<file path="src/mcp_pkg.sv">
// Shared constants and types for the motor-control PWM generator
`default_nettype none
package mcp_pkg;
  localparam int unsigned CNT_W = 16;
  typedef logic [CNT_W-1:0] mcp_count_t;

  // Register byte offsets
  localparam logic [7:0] OFF_CTRL_A = 8'h00;
  localparam logic [7:0] OFF_CTRL_B = 8'h04;
  localparam logic [7:0] OFF_PERIOD = 8'h08;
  localparam logic [7:0] OFF_DUTY_A = 8'h0C;
  localparam logic [7:0] OFF_DUTY_B = 8'h10;
  localparam logic [7:0] OFF_DUTY_C = 8'h14;
  localparam logic [7:0] OFF_FAULT_EN = 8'h18;
  localparam logic [7:0] OFF_STATUS = 8'h1C;
  localparam logic [7:0] OFF_SENSE_A = 8'h20;
  localparam logic [7:0] OFF_SENSE_B = 8'h24;
  localparam logic [7:0] OFF_COUNT = 8'h28;

  // Field positions
  localparam int CTRLA_READY = 0;
  localparam int CTRLA_TRIG = 1;
  localparam int CTRLA_OFF = 2;
  localparam int CTRLA_RUN = 3;
  localparam int CTRLB_DIV_LSB = 0;
  localparam int CTRLB_FREQ_LSB = 2;
  localparam int CTRLB_CENTER = 4;
  localparam int STAT_RELOAD = 0;
  localparam int STAT_FAULT = 1;
  localparam int SENSEB_AUTO = 0;
  localparam int SENSEB_ALL = 1;

  // Reset values
  localparam mcp_count_t PERIOD_RST = 16'h00FF;
  localparam logic [2:0] FAULT_EN_RST = 3'h7;

  // AHB-Lite encodings
  localparam int HTRANS_ACTIVE_BIT = 1;
  localparam logic [2:0] HSIZE_WORD = 3'h2;
endpackage : mcp_pkg
`default_nettype wire

</file>
<file path="src/mcp_timebase_if.sv">
// Interface between the register/output logic and the PWM time base
`timescale 1ns/100ps
`default_nettype none
interface mcp_timebase_if;
  logic run;
  logic center;
  logic [1:0] divide;
  logic [1:0] reload_freq;
  mcp_pkg::mcp_count_t period;
  mcp_pkg::mcp_count_t count;
  logic period_end;
  logic mid_point;
  logic reload_evt;
  modport ctrl (output run, output center, output divide, output reload_freq, output period,
                input count, input period_end, input mid_point, input reload_evt);
  modport gen (input run, input center, input divide, input reload_freq, input period,
               output count, output period_end, output mid_point, output reload_evt);
endinterface : mcp_timebase_if
`default_nettype wire

</file>
<file path="src/mcp_pwm_gen.sv">
// Three-pair motor-control PWM generator with AHB-Lite register slave
// Overview of operation
// - One option sets all high, one all low
// - Off level equals option; active is opposite
// - Motor control disabled: pins stay high-impedance
// - Enabled: high-impedance in reset, then off-state
// - Timing values except reload rate buffered, applied only on reload
// - Reload every 1, 2, 4 or 8 periods
// - Software sets ready; transfer at next reload
// - Buffered 2-bit clock divide by 1,2,4,8
// - Edge-aligned and center-aligned counting modes
// - Converter trigger at period end, center too
// - Sense hold: always sample or hold on active
// - Reload interrupt whenever a reload occurs
// - Trip pins or comparator force outputs off
// - Software output-off forces off-state, sets no fault flag
// - Counter keeps running during fault shutdown
// - Per-source fault enables gate the interrupt
// - Fault interrupt on any enabled fault assertion
`timescale 1ns/100ps
`default_nettype none
module mcp_pwm_gen (
  input wire logic hclk,
  input wire logic hresetn,
  input wire logic hsel,
  input wire logic [31:0] haddr,
  input wire logic [1:0] htrans,
  input wire logic hwrite,
  input wire logic [2:0] hsize,
  input wire logic [31:0] hwdata,
  input wire logic hready,
  output logic hreadyout,
  output logic [31:0] hrdata,
  output logic hresp,
  input wire logic high_side_off_level_option,
  input wire logic low_side_off_level_option,
  input wire logic motor_control_enable_option,
  input wire logic trip_input_a,
  input wire logic trip_input_b,
  input wire logic overcurrent_comparator,
  output logic high_side_out_a,
  output logic high_side_out_a_oe,
  output logic high_side_out_b,
  output logic high_side_out_b_oe,
  output logic high_side_out_c,
  output logic high_side_out_c_oe,
  output logic low_side_out_a,
  output logic low_side_out_a_oe,
  output logic low_side_out_b,
  output logic low_side_out_b_oe,
  output logic low_side_out_c,
  output logic low_side_out_c_oe,
  output logic converter_trigger,
  output logic current_sense_hold,
  output logic reload_irq,
  output logic fault_irq
);
  import mcp_pkg::*;

  typedef struct packed {
    logic opt_done;
    logic off_hi;
    logic off_lo;
    logic mc_en;
    logic [2:0] flt_s1;
    logic [2:0] flt_s2;
    logic [2:0] flt_s3;
    logic [2:0] flt_lvl;
    logic ready;
    logic trig_en;
    logic sw_off;
    logic run;
    logic [1:0] div_buf;
    logic [1:0] freq;
    logic center_buf;
    mcp_count_t period_buf;
    mcp_count_t [2:0] duty_buf;
    logic [1:0] div_act;
    logic center_act;
    mcp_count_t period_act;
    mcp_count_t [2:0] duty_act;
    logic [2:0] fault_en;
    logic reload_flag;
    logic fault_flag;
    logic [5:0] sense_sel;
    logic sense_auto;
    logic sense_all;
    logic dp_valid;
    logic dp_write;
    logic [7:0] dp_addr;
    logic [31:0] rdata;
    logic [2:0] pin_hi;
    logic [2:0] pin_lo;
    logic pin_oe;
    logic trig;
    logic hold;
  } mcp_state_t;

  mcp_state_t s;
  mcp_state_t next_s;
  mcp_timebase_if tb ();

  logic [2:0] fault_raw;
  logic fault_live;
  logic force_off;
  logic [2:0] duty_on;
  logic [5:0] out_on;
  logic [5:0] sel_on;
  logic wr_en;
  logic reload_clr;
  logic fault_clr;

  mcp_timebase u_timebase (
    .hclk(hclk),
    .hresetn(hresetn),
    .tb(tb)
  );

  // Shadow values of center, divide and period feed the time base only after a reload; run and reload frequency go straight in
  assign tb.run = s.run;
  assign tb.center = s.center_act;
  assign tb.divide = s.div_act;
  assign tb.reload_freq = s.freq;
  assign tb.period = s.period_act;

  // Trip pins are active low, comparator active high
  assign fault_raw = {overcurrent_comparator, ~trip_input_b, ~trip_input_a};
  assign fault_live = |(s.flt_lvl & s.fault_en);
  assign force_off = fault_live | s.fault_flag | s.sw_off | ~s.run;

  generate
    for (genvar i = 0; i < 3; i++) begin : g_pair
      assign duty_on[i] = tb.count < s.duty_act[i];
      assign out_on[i] = ~force_off & duty_on[i];
      assign out_on[i+3] = ~force_off & ~duty_on[i];
    end
  endgenerate

  assign sel_on = out_on & s.sense_sel;
  assign wr_en = s.dp_valid & s.dp_write;
  assign reload_clr = wr_en && s.dp_addr == OFF_STATUS && hwdata[STAT_RELOAD];
  assign fault_clr = wr_en && s.dp_addr == OFF_STATUS && hwdata[STAT_FAULT];

  always_comb begin
    next_s = s;
    // Option bits are caught once, on the first edge after reset release
    if (!s.opt_done) begin
      next_s.opt_done = 1'b1;
      next_s.off_hi = high_side_off_level_option;
      next_s.off_lo = low_side_off_level_option;
      next_s.mc_en = motor_control_enable_option;
    end
    next_s.flt_s1 = fault_raw;
    next_s.flt_s2 = s.flt_s1;
    next_s.flt_s3 = s.flt_s2;
    for (int i = 0; i < 3; i++) begin
      if (s.flt_s2[i] == s.flt_s3[i]) begin
        next_s.flt_lvl[i] = s.flt_s3[i];
      end
    end

    if (tb.reload_evt && s.ready) begin
      next_s.div_act = s.div_buf;
      next_s.center_act = s.center_buf;
      next_s.period_act = s.period_buf;
      next_s.duty_act = s.duty_buf;
      next_s.ready = 1'b0;
    end

    // Register writes land in the data phase; a ready write wins over the clear
    if (wr_en) begin
      if (s.dp_addr == OFF_CTRL_A) begin
        next_s.ready = next_s.ready | hwdata[CTRLA_READY];
        next_s.trig_en = hwdata[CTRLA_TRIG];
        next_s.sw_off = hwdata[CTRLA_OFF];
        next_s.run = hwdata[CTRLA_RUN];
      end else if (s.dp_addr == OFF_CTRL_B) begin
        next_s.div_buf = hwdata[CTRLB_DIV_LSB +: 2];
        next_s.freq = hwdata[CTRLB_FREQ_LSB +: 2];
        next_s.center_buf = hwdata[CTRLB_CENTER];
      end else if (s.dp_addr == OFF_PERIOD) begin
        next_s.period_buf = hwdata[CNT_W-1:0];
      end else if (s.dp_addr == OFF_DUTY_A) begin
        next_s.duty_buf[0] = hwdata[CNT_W-1:0];
      end else if (s.dp_addr == OFF_DUTY_B) begin
        next_s.duty_buf[1] = hwdata[CNT_W-1:0];
      end else if (s.dp_addr == OFF_DUTY_C) begin
        next_s.duty_buf[2] = hwdata[CNT_W-1:0];
      end else if (s.dp_addr == OFF_FAULT_EN) begin
        next_s.fault_en = hwdata[2:0];
      end else if (s.dp_addr == OFF_SENSE_A) begin
        next_s.sense_sel = hwdata[5:0];
      end else if (s.dp_addr == OFF_SENSE_B) begin
        next_s.sense_auto = hwdata[SENSEB_AUTO];
        next_s.sense_all = hwdata[SENSEB_ALL];
      end
    end

    // Sticky flags: write one to clear, a new event in the same cycle wins
    next_s.reload_flag = (s.reload_flag & ~reload_clr) | tb.reload_evt;
    next_s.fault_flag = (s.fault_flag & ~fault_clr) | fault_live;

    // AHB-Lite address phase
    next_s.dp_valid = 1'b0;
    if (hsel && hready && htrans[HTRANS_ACTIVE_BIT]) begin
      next_s.dp_valid = hsize == HSIZE_WORD;
      next_s.dp_write = hwrite;
      next_s.dp_addr = haddr[7:0];
      next_s.rdata = 32'h0000_0000;
      if (!hwrite && hsize == HSIZE_WORD) begin
        if (haddr[7:0] == OFF_CTRL_A) begin
          next_s.rdata = {28'h0000000, s.run, s.sw_off, s.trig_en, s.ready};
        end else if (haddr[7:0] == OFF_CTRL_B) begin
          next_s.rdata = {27'h0000000, s.center_buf, s.freq, s.div_buf};
        end else if (haddr[7:0] == OFF_PERIOD) begin
          next_s.rdata = {16'h0000, s.period_buf};
        end else if (haddr[7:0] == OFF_DUTY_A) begin
          next_s.rdata = {16'h0000, s.duty_buf[0]};
        end else if (haddr[7:0] == OFF_DUTY_B) begin
          next_s.rdata = {16'h0000, s.duty_buf[1]};
        end else if (haddr[7:0] == OFF_DUTY_C) begin
          next_s.rdata = {16'h0000, s.duty_buf[2]};
        end else if (haddr[7:0] == OFF_FAULT_EN) begin
          next_s.rdata = {29'h00000000, s.fault_en};
        end else if (haddr[7:0] == OFF_STATUS) begin
          next_s.rdata = {29'h00000000, fault_live, s.fault_flag, s.reload_flag};
        end else if (haddr[7:0] == OFF_SENSE_A) begin
          next_s.rdata = {26'h0000000, s.sense_sel};
        end else if (haddr[7:0] == OFF_SENSE_B) begin
          next_s.rdata = {30'h00000000, s.sense_all, s.sense_auto};
        end else if (haddr[7:0] == OFF_COUNT) begin
          next_s.rdata = {16'h0000, tb.count};
        end
      end
    end

    // Output pins: active level is the inverse of the off level
    for (int i = 0; i < 3; i++) begin
      next_s.pin_hi[i] = out_on[i] ? ~s.off_hi : s.off_hi;
      next_s.pin_lo[i] = out_on[i+3] ? ~s.off_lo : s.off_lo;
    end
    next_s.pin_oe = s.opt_done & s.mc_en;

    next_s.trig = s.trig_en & (tb.period_end | (s.center_act & tb.mid_point));
    if (!s.sense_auto) begin
      next_s.hold = 1'b0;
    end else if (s.sense_all) begin
      next_s.hold = (s.sense_sel != 6'h00) && (sel_on == s.sense_sel);
    end else begin
      next_s.hold = |sel_on;
    end
  end

  always_ff @(posedge hclk or negedge hresetn) begin
    if (!hresetn) begin
      s <= '0;
      s.fault_en <= FAULT_EN_RST;
      s.period_buf <= PERIOD_RST;
      s.period_act <= PERIOD_RST;
    end else begin
      s <= next_s;
    end
  end

  assign hreadyout = 1'b1;
  assign hresp = 1'b0;
  assign hrdata = s.rdata;
  assign high_side_out_a = s.pin_hi[0];
  assign high_side_out_b = s.pin_hi[1];
  assign high_side_out_c = s.pin_hi[2];
  assign low_side_out_a = s.pin_lo[0];
  assign low_side_out_b = s.pin_lo[1];
  assign low_side_out_c = s.pin_lo[2];
  assign high_side_out_a_oe = s.pin_oe;
  assign high_side_out_b_oe = s.pin_oe;
  assign high_side_out_c_oe = s.pin_oe;
  assign low_side_out_a_oe = s.pin_oe;
  assign low_side_out_b_oe = s.pin_oe;
  assign low_side_out_c_oe = s.pin_oe;
  assign converter_trigger = s.trig;
  assign current_sense_hold = s.hold;
  assign reload_irq = s.reload_flag;
  assign fault_irq = s.fault_flag;
endmodule : mcp_pwm_gen
`default_nettype wire

</file>
<file path="src/mcp_timebase.sv">
// PWM time base: prescaler, edge/center counter and reload event divider
`timescale 1ns/100ps
`default_nettype none
module mcp_timebase (
  input wire logic hclk,
  input wire logic hresetn,
  mcp_timebase_if.gen tb
);
  import mcp_pkg::*;

  typedef struct packed {
    logic [2:0] presc;
    mcp_count_t count;
    logic down;
    logic [2:0] per_cnt;
    logic period_end;
    logic mid_point;
    logic reload_evt;
  } mcp_tb_state_t;

  mcp_tb_state_t s;
  mcp_tb_state_t next_s;
  logic [2:0] div_max;
  logic [2:0] per_max;

  assign div_max = 3'((4'h1 << tb.divide) - 4'h1);
  assign per_max = 3'((4'h1 << tb.reload_freq) - 4'h1);

  always_comb begin
    next_s = s;
    next_s.period_end = 1'b0;
    next_s.mid_point = 1'b0;
    next_s.reload_evt = 1'b0;
    if (!tb.run) begin
      next_s.presc = 3'h0;
      next_s.count = '0;
      next_s.down = 1'b0;
      next_s.per_cnt = 3'h0;
    end else if (s.presc >= div_max) begin
      next_s.presc = 3'h0;
      if (!tb.center || tb.period == '0) begin
        if (s.count >= tb.period) begin
          next_s.count = '0;
          next_s.period_end = 1'b1;
        end else begin
          next_s.count = s.count + 1'b1;
        end
      end else if (!s.down) begin
        if (s.count >= tb.period) begin
          next_s.down = 1'b1;
          next_s.count = tb.period - 1'b1;
          next_s.mid_point = 1'b1;
        end else begin
          next_s.count = s.count + 1'b1;
        end
      end else begin
        if (s.count <= 16'h0001) begin
          next_s.count = '0;
          next_s.down = 1'b0;
          next_s.period_end = 1'b1;
        end else begin
          next_s.count = s.count - 1'b1;
        end
      end
      if (next_s.period_end) begin
        if (s.per_cnt >= per_max) begin
          next_s.per_cnt = 3'h0;
          next_s.reload_evt = 1'b1;
        end else begin
          next_s.per_cnt = s.per_cnt + 3'h1;
        end
      end
    end else begin
      next_s.presc = s.presc + 3'h1;
    end
  end

  always_ff @(posedge hclk or negedge hresetn) begin
    if (!hresetn) begin
      s <= '0;
    end else begin
      s <= next_s;
    end
  end

  assign tb.count = s.count;
  assign tb.period_end = s.period_end;
  assign tb.mid_point = s.mid_point;
  assign tb.reload_evt = s.reload_evt;
endmodule : mcp_timebase
`default_nettype wire

</file>
<file path="config.mk">
export PLATFORM = sky130hd
export DESIGN_NAME = mcp_pwm_gen
export DESIGN_NICKNAME = d
export VERILOG_FILES = /design/src/mcp_pkg.sv /design/src/mcp_timebase_if.sv /design/src/mcp_pwm_gen.sv /design/src/mcp_timebase.sv
export SDC_FILE = /design/constraint.sdc
export NUM_CORES = 1
export LEC_CHECK = 0
export ABC_AREA = 1
export BUFFER_PORTS_ARGS = -buffer_cell sky130_fd_sc_hd__buf_2
export CORE_ASPECT_RATIO = 1.2
export CORE_MARGIN = 2
export CORE_UTILIZATION = 35
export CTS_BUF_LIST = sky130_fd_sc_hd__clkbuf_4
export CTS_CLUSTER_DIAMETER = 50
export DETAILED_ROUTE_END_ITERATION = 7
export GPL_ROUTABILITY_DRIVEN = 0
export PLACE_DENSITY = 0.6
export SLEW_MARGIN = 15
export SYNTH_ARGS = -nofsm -noshare
export SYNTH_HDL_FRONTEND = slang
export SYNTH_HIERARCHICAL = 1
export SYNTH_SLANG_ARGS = --single-unit
export TNS_END_PERCENT = 1
</file>
<file path="constraint.sdc">
create_clock -name hclk -period 3.5 [get_ports hclk]
set_clock_uncertainty 0.05 [all_clocks]
set_input_delay 0 -clock hclk [delete_from_list [all_inputs] [get_ports hclk]]
set_output_delay 0 -clock hclk [all_outputs]
set_load 0.05 [all_outputs]
</file>
==> run_results.csv <==
group,metric,value,unit
outcome,outcome,"finished clean",
finish,nets,1929,
place,dp_hpwl,25900,um
detailed_routing,vias,11329,
worst_setup_path,r2r_slack,690,ps
timing,final.period_utilization,80.2,%
clocking,hold_buffers,50,
clocking,insertion_delay,750,ps
detailed_routing,wl_per_cell,15.7,um
yosys,yosysSeqAreaShare,42.8,%
yosys,synthesis.area,0.0135,mm^2
worst_setup_path,worst_path_most_repeated_cell,"nand2_1",
timing,drv_slew,0,
min_path,hp-class,"in -> reg",
floorplan,core_area,0.0380,mm^2
clocking,root_buffer,"clkbuf_4",
worst_setup_path,critPathCaptureType,"register",
floorplan,die_h,219,um
grt,antenna_found_initial,1,
clocking,cts_tree,"done",
worst_setup_path,arrival,3380,ps
floorplan,initial_core_util,35.6,%
timing,slew-limit-headroom,22.1,%
yosys,ys_seq_elements,230,
worst_setup_path,critPathSlowestCell,"dfrtp_1",
job,maxCapViolCount,0,
finish,syn_to_final_growth,13.0,%
timing,setup_violations,0,
power,p_per_area,624,mW/mm^2
floorplan,ioPinCount,130,
clocking,cts_max_level,2,
timing,fmax,356,MHz
grt,grt_pass1_wl,58700,um
detailed_routing,ant_nets,0,
clocking,clk_pin_slew_worst_paths,70,ps
finish,multi_input_area,0.00630,mm^2
clocking,clock_sinks,230,
timing,rsz0062_at_grt,"false",
timing,hold_viol,0,
yosys,ys_warn_count,6,
detailed_routing,drcViolationCount,0,
place,dp_slack,730,ps
floorplan,num_rows,78,
worst_setup_path,startpoint_type,"register",
yosys,synth_ff_type,"dfrtp_1",
yosys,synthDistinctLibCells,51,
grt,grt_max_degree,95,
detailed_routing,viasPerCell,4.91,
worst_setup_path,cpPeakStageDelay,780,ps
detailed_routing,drtIter0Drc,650,
finish,regArea,0.00578,mm^2
worst_setup_path,crit_required,4070,ps
detailed_routing,top_layer,"met4",
power,leakagePower,0.00831,uW
clocking,cts_buffers,58,
power,peakVddDrop,0.000235,V
worst_setup_path,timing_worst_setup_path_type,"reg -> reg",
timing,fin_crit,2810,ps
grt,grt_pass1_vias,11161,
finish,final_core_util,40.2,%
finish,drive_above_1_share,16.3,%
worst_setup_path,path_cells,"ha_1 -> a21oi_1 -> nand2_1 -> nand2_1 -> nand2_1 -> nand2_2 -> nand2_2 -> nand2_1 -> nand2_1 -> nand2_1 -> nand2_1 -> nand2_1 -> nand2_1",
floorplan,die_area,0.0402,mm^2
detailed_routing,route.met2.wl,18100,um
yosys,synth.avg_cell_area,8.09,um^2
worst_setup_path,crit_buf_inv,0,
detailed_routing,drt-total-wl,36300,um
timing,max_slew.worst_pin.slew,1170,ps
clocking,cts_setup_buffers,0,
clocking,clk_path_buf_depth,3,
clocking,ctsResizeCount,0,
grt,grt_usage,18.4,%
yosys,async_flop_share,100,%
detailed_routing,wl_met1,15600,um
finish,n_fill_cell,3863,
floorplan,die_w,183,um
timing,finalSetupTns,0,ps
worst_setup_path,worstPathMaxFanout,18,
yosys,synth-edff-count,0,
detailed_routing,met3_length,1380,um
grt,grt_remaining_overflow,0,
worst_setup_path,crit_family,"simple AND/OR/NAND/NOR gates",
timing,fin_ws,692,ps
place,port_buffers,70,
detailed_routing,drt-pass1-iter-count,6,
yosys,netlist_instances,1669,
power,finalPower,9520,uW
-- power by group --
part / total (uW) / internal (uW) / switching, uW
combinational: 3430 / 1250 / 2180
clock: 2340 / 1210 / 1140
sequential: 3750 / 3130 / 622
-- kinds of logic after synthesis --
kind of cell	after synthesis	synth area share, %
multiplexers	21	1.75
AO/OA/AOI/OAI	277	11.5
XOR/XNOR	36	2.34
AND/OR/NAND/NOR	709	23.6
other	2	0.0556
buffers and inverters	318	11.0
flip-flops	230	42.8
adder cells (fa/ha/maj)	76	6.99
-- per-stage QoR --
stage	instances	hold WS (ps)	area (um^2)
floorplan	1686	-346	13600
detailed placement	2146	61.4	14000
CTS	2305	19.8	15300
global placement	2146	60.8	14000
global route	2306	59.9	15300
finish	2306	82.8	15300
-- synthesized netlist by cell type (2+ instances only) --
| cell type | n | area (um^2) |
|---|---|---|
| o22ai_1 | 2 | 12.5 |
| buf_2 | 14 | 70.1 |
| nand2_1 | 418 | 1570 |
| o21ai_1 | 24 | 120 |
| inv_2 | 14 | 52.6 |
| mux2_2 | 21 | 236 |
| nor3_1 | 12 | 60.1 |
| nand4_1 | 15 | 93.8 |
| conb_1 | 2 | 7.51 |
| buf_4 | 59 | 443 |
| or2_2 | 3 | 18.8 |
| o31ai_1 | 2 | 15.0 |
| dfstp_2 | 19 | 499 |
| nand3_4 | 3 | 52.6 |
| nor2_2 | 17 | 106 |
| o211ai_1 | 23 | 173 |
| buf_6 | 7 | 78.8 |
| a21oi_1 | 76 | 380 |
| nor4_4 | 2 | 42.5 |
| nand3b_1 | 5 | 37.5 |
| inv_1 | 197 | 739 |
| o21a_1 | 4 | 30.0 |
| nand3_1 | 84 | 420 |
| nand2_4 | 3 | 33.8 |
| o21ai_0 | 127 | 636 |
| xnor2_1 | 5 | 43.8 |
| nand2_2 | 7 | 43.8 |
| nor4_1 | 4 | 25.0 |
| maj3_1 | 3 | 30.0 |
| nand3_2 | 6 | 60.1 |
| nor3_2 | 2 | 20.0 |
| nor2_1 | 113 | 424 |
| nor2_4 | 12 | 135 |
| xor2_1 | 31 | 272 |
| a221oi_1 | 10 | 87.6 |
| a21oi_2 | 2 | 17.5 |
| clkbuf_1 | 25 | 93.8 |
| ha_1 | 73 | 913 |
| dfrtp_1 | 211 | 5280 |
-- final cells by class --
| type | instances | share of cell area [%] |
|---|---|---|
| antenna | 1 | 0.0164 |
| clock buffer | 86 | 4.23 |
| clock inverter | 23 | 0.787 |
| inverter | 212 | 5.21 |
| multi-input combinational | 1138 | 41.3 |
| sequential | 230 | 37.9 |
| tap | 480 | 3.94 |
| timing repair buffer | 136 | 6.63 |
-- per-layer routing --
| metal | vias to the layer above | track usage [%] |
|---|---|---|
| met3 | 78 | 2.24 |
| li1 | 5597 | - |
| met5 | - | 0 |
| met2 | 299 | 32.3 |
| met4 | 0 | 7.97 |
| met1 | 5355 | 22.9 |
-- cell usage in the layout (no fill, tap or decap), drive strengths merged, types with 3 or more instances in the layout --
cell         count
clkinv          22
nor4             7
inv            212
a21oi           79
o21ai          152
nand3b           5
nor2           142
o211ai          24
xor2            31
conb            19
nand2          428
mux2            21
o21a             4
nand3           93
buf             87
dfstp           19
nand4           16
dlygate4sd3     49
ha              73
dfrtp          211
nor3            14
maj3             3
xnor2            5
clkbuf          86
or2              4
a221oi          10
-- tightest hold or removal path: cells and delay by family --
family | cells | cell delay (ps)
buffers and inverters | 3 | 670
AOI/OAI and AO/OA | 1 | 130
-- registers in the layout, indices dropped and copies added, names as in the netlist, 2 cells and up --
| register | cells |
|---|---|
| next_s | 6 |
| s | 149 |
| hrdata | 16 |
| tb.period | 16 |
| u_timebase/tb.count | 16 |
| tb.reload_freq | 2 |
| tb.divide | 2 |
| u_timebase/s | 7 |
-- final timing paths --
kind / start / end / cells past startpoint
max: u_timebase/tb.count[3] / u_timebase/tb.count[10] / 13
min: hwdata[6] / s[153] / 4
max reg2reg: u_timebase/tb.count[3] / u_timebase/tb.count[10] / 13
min reg2reg: next_s[210] / next_s[207] / 0
max in group asynchronous: hresetn / converter_trigger / 4
min in group asynchronous: hresetn / s[182] / 3
No activity file was read; power rests on OpenSTA's default activity.
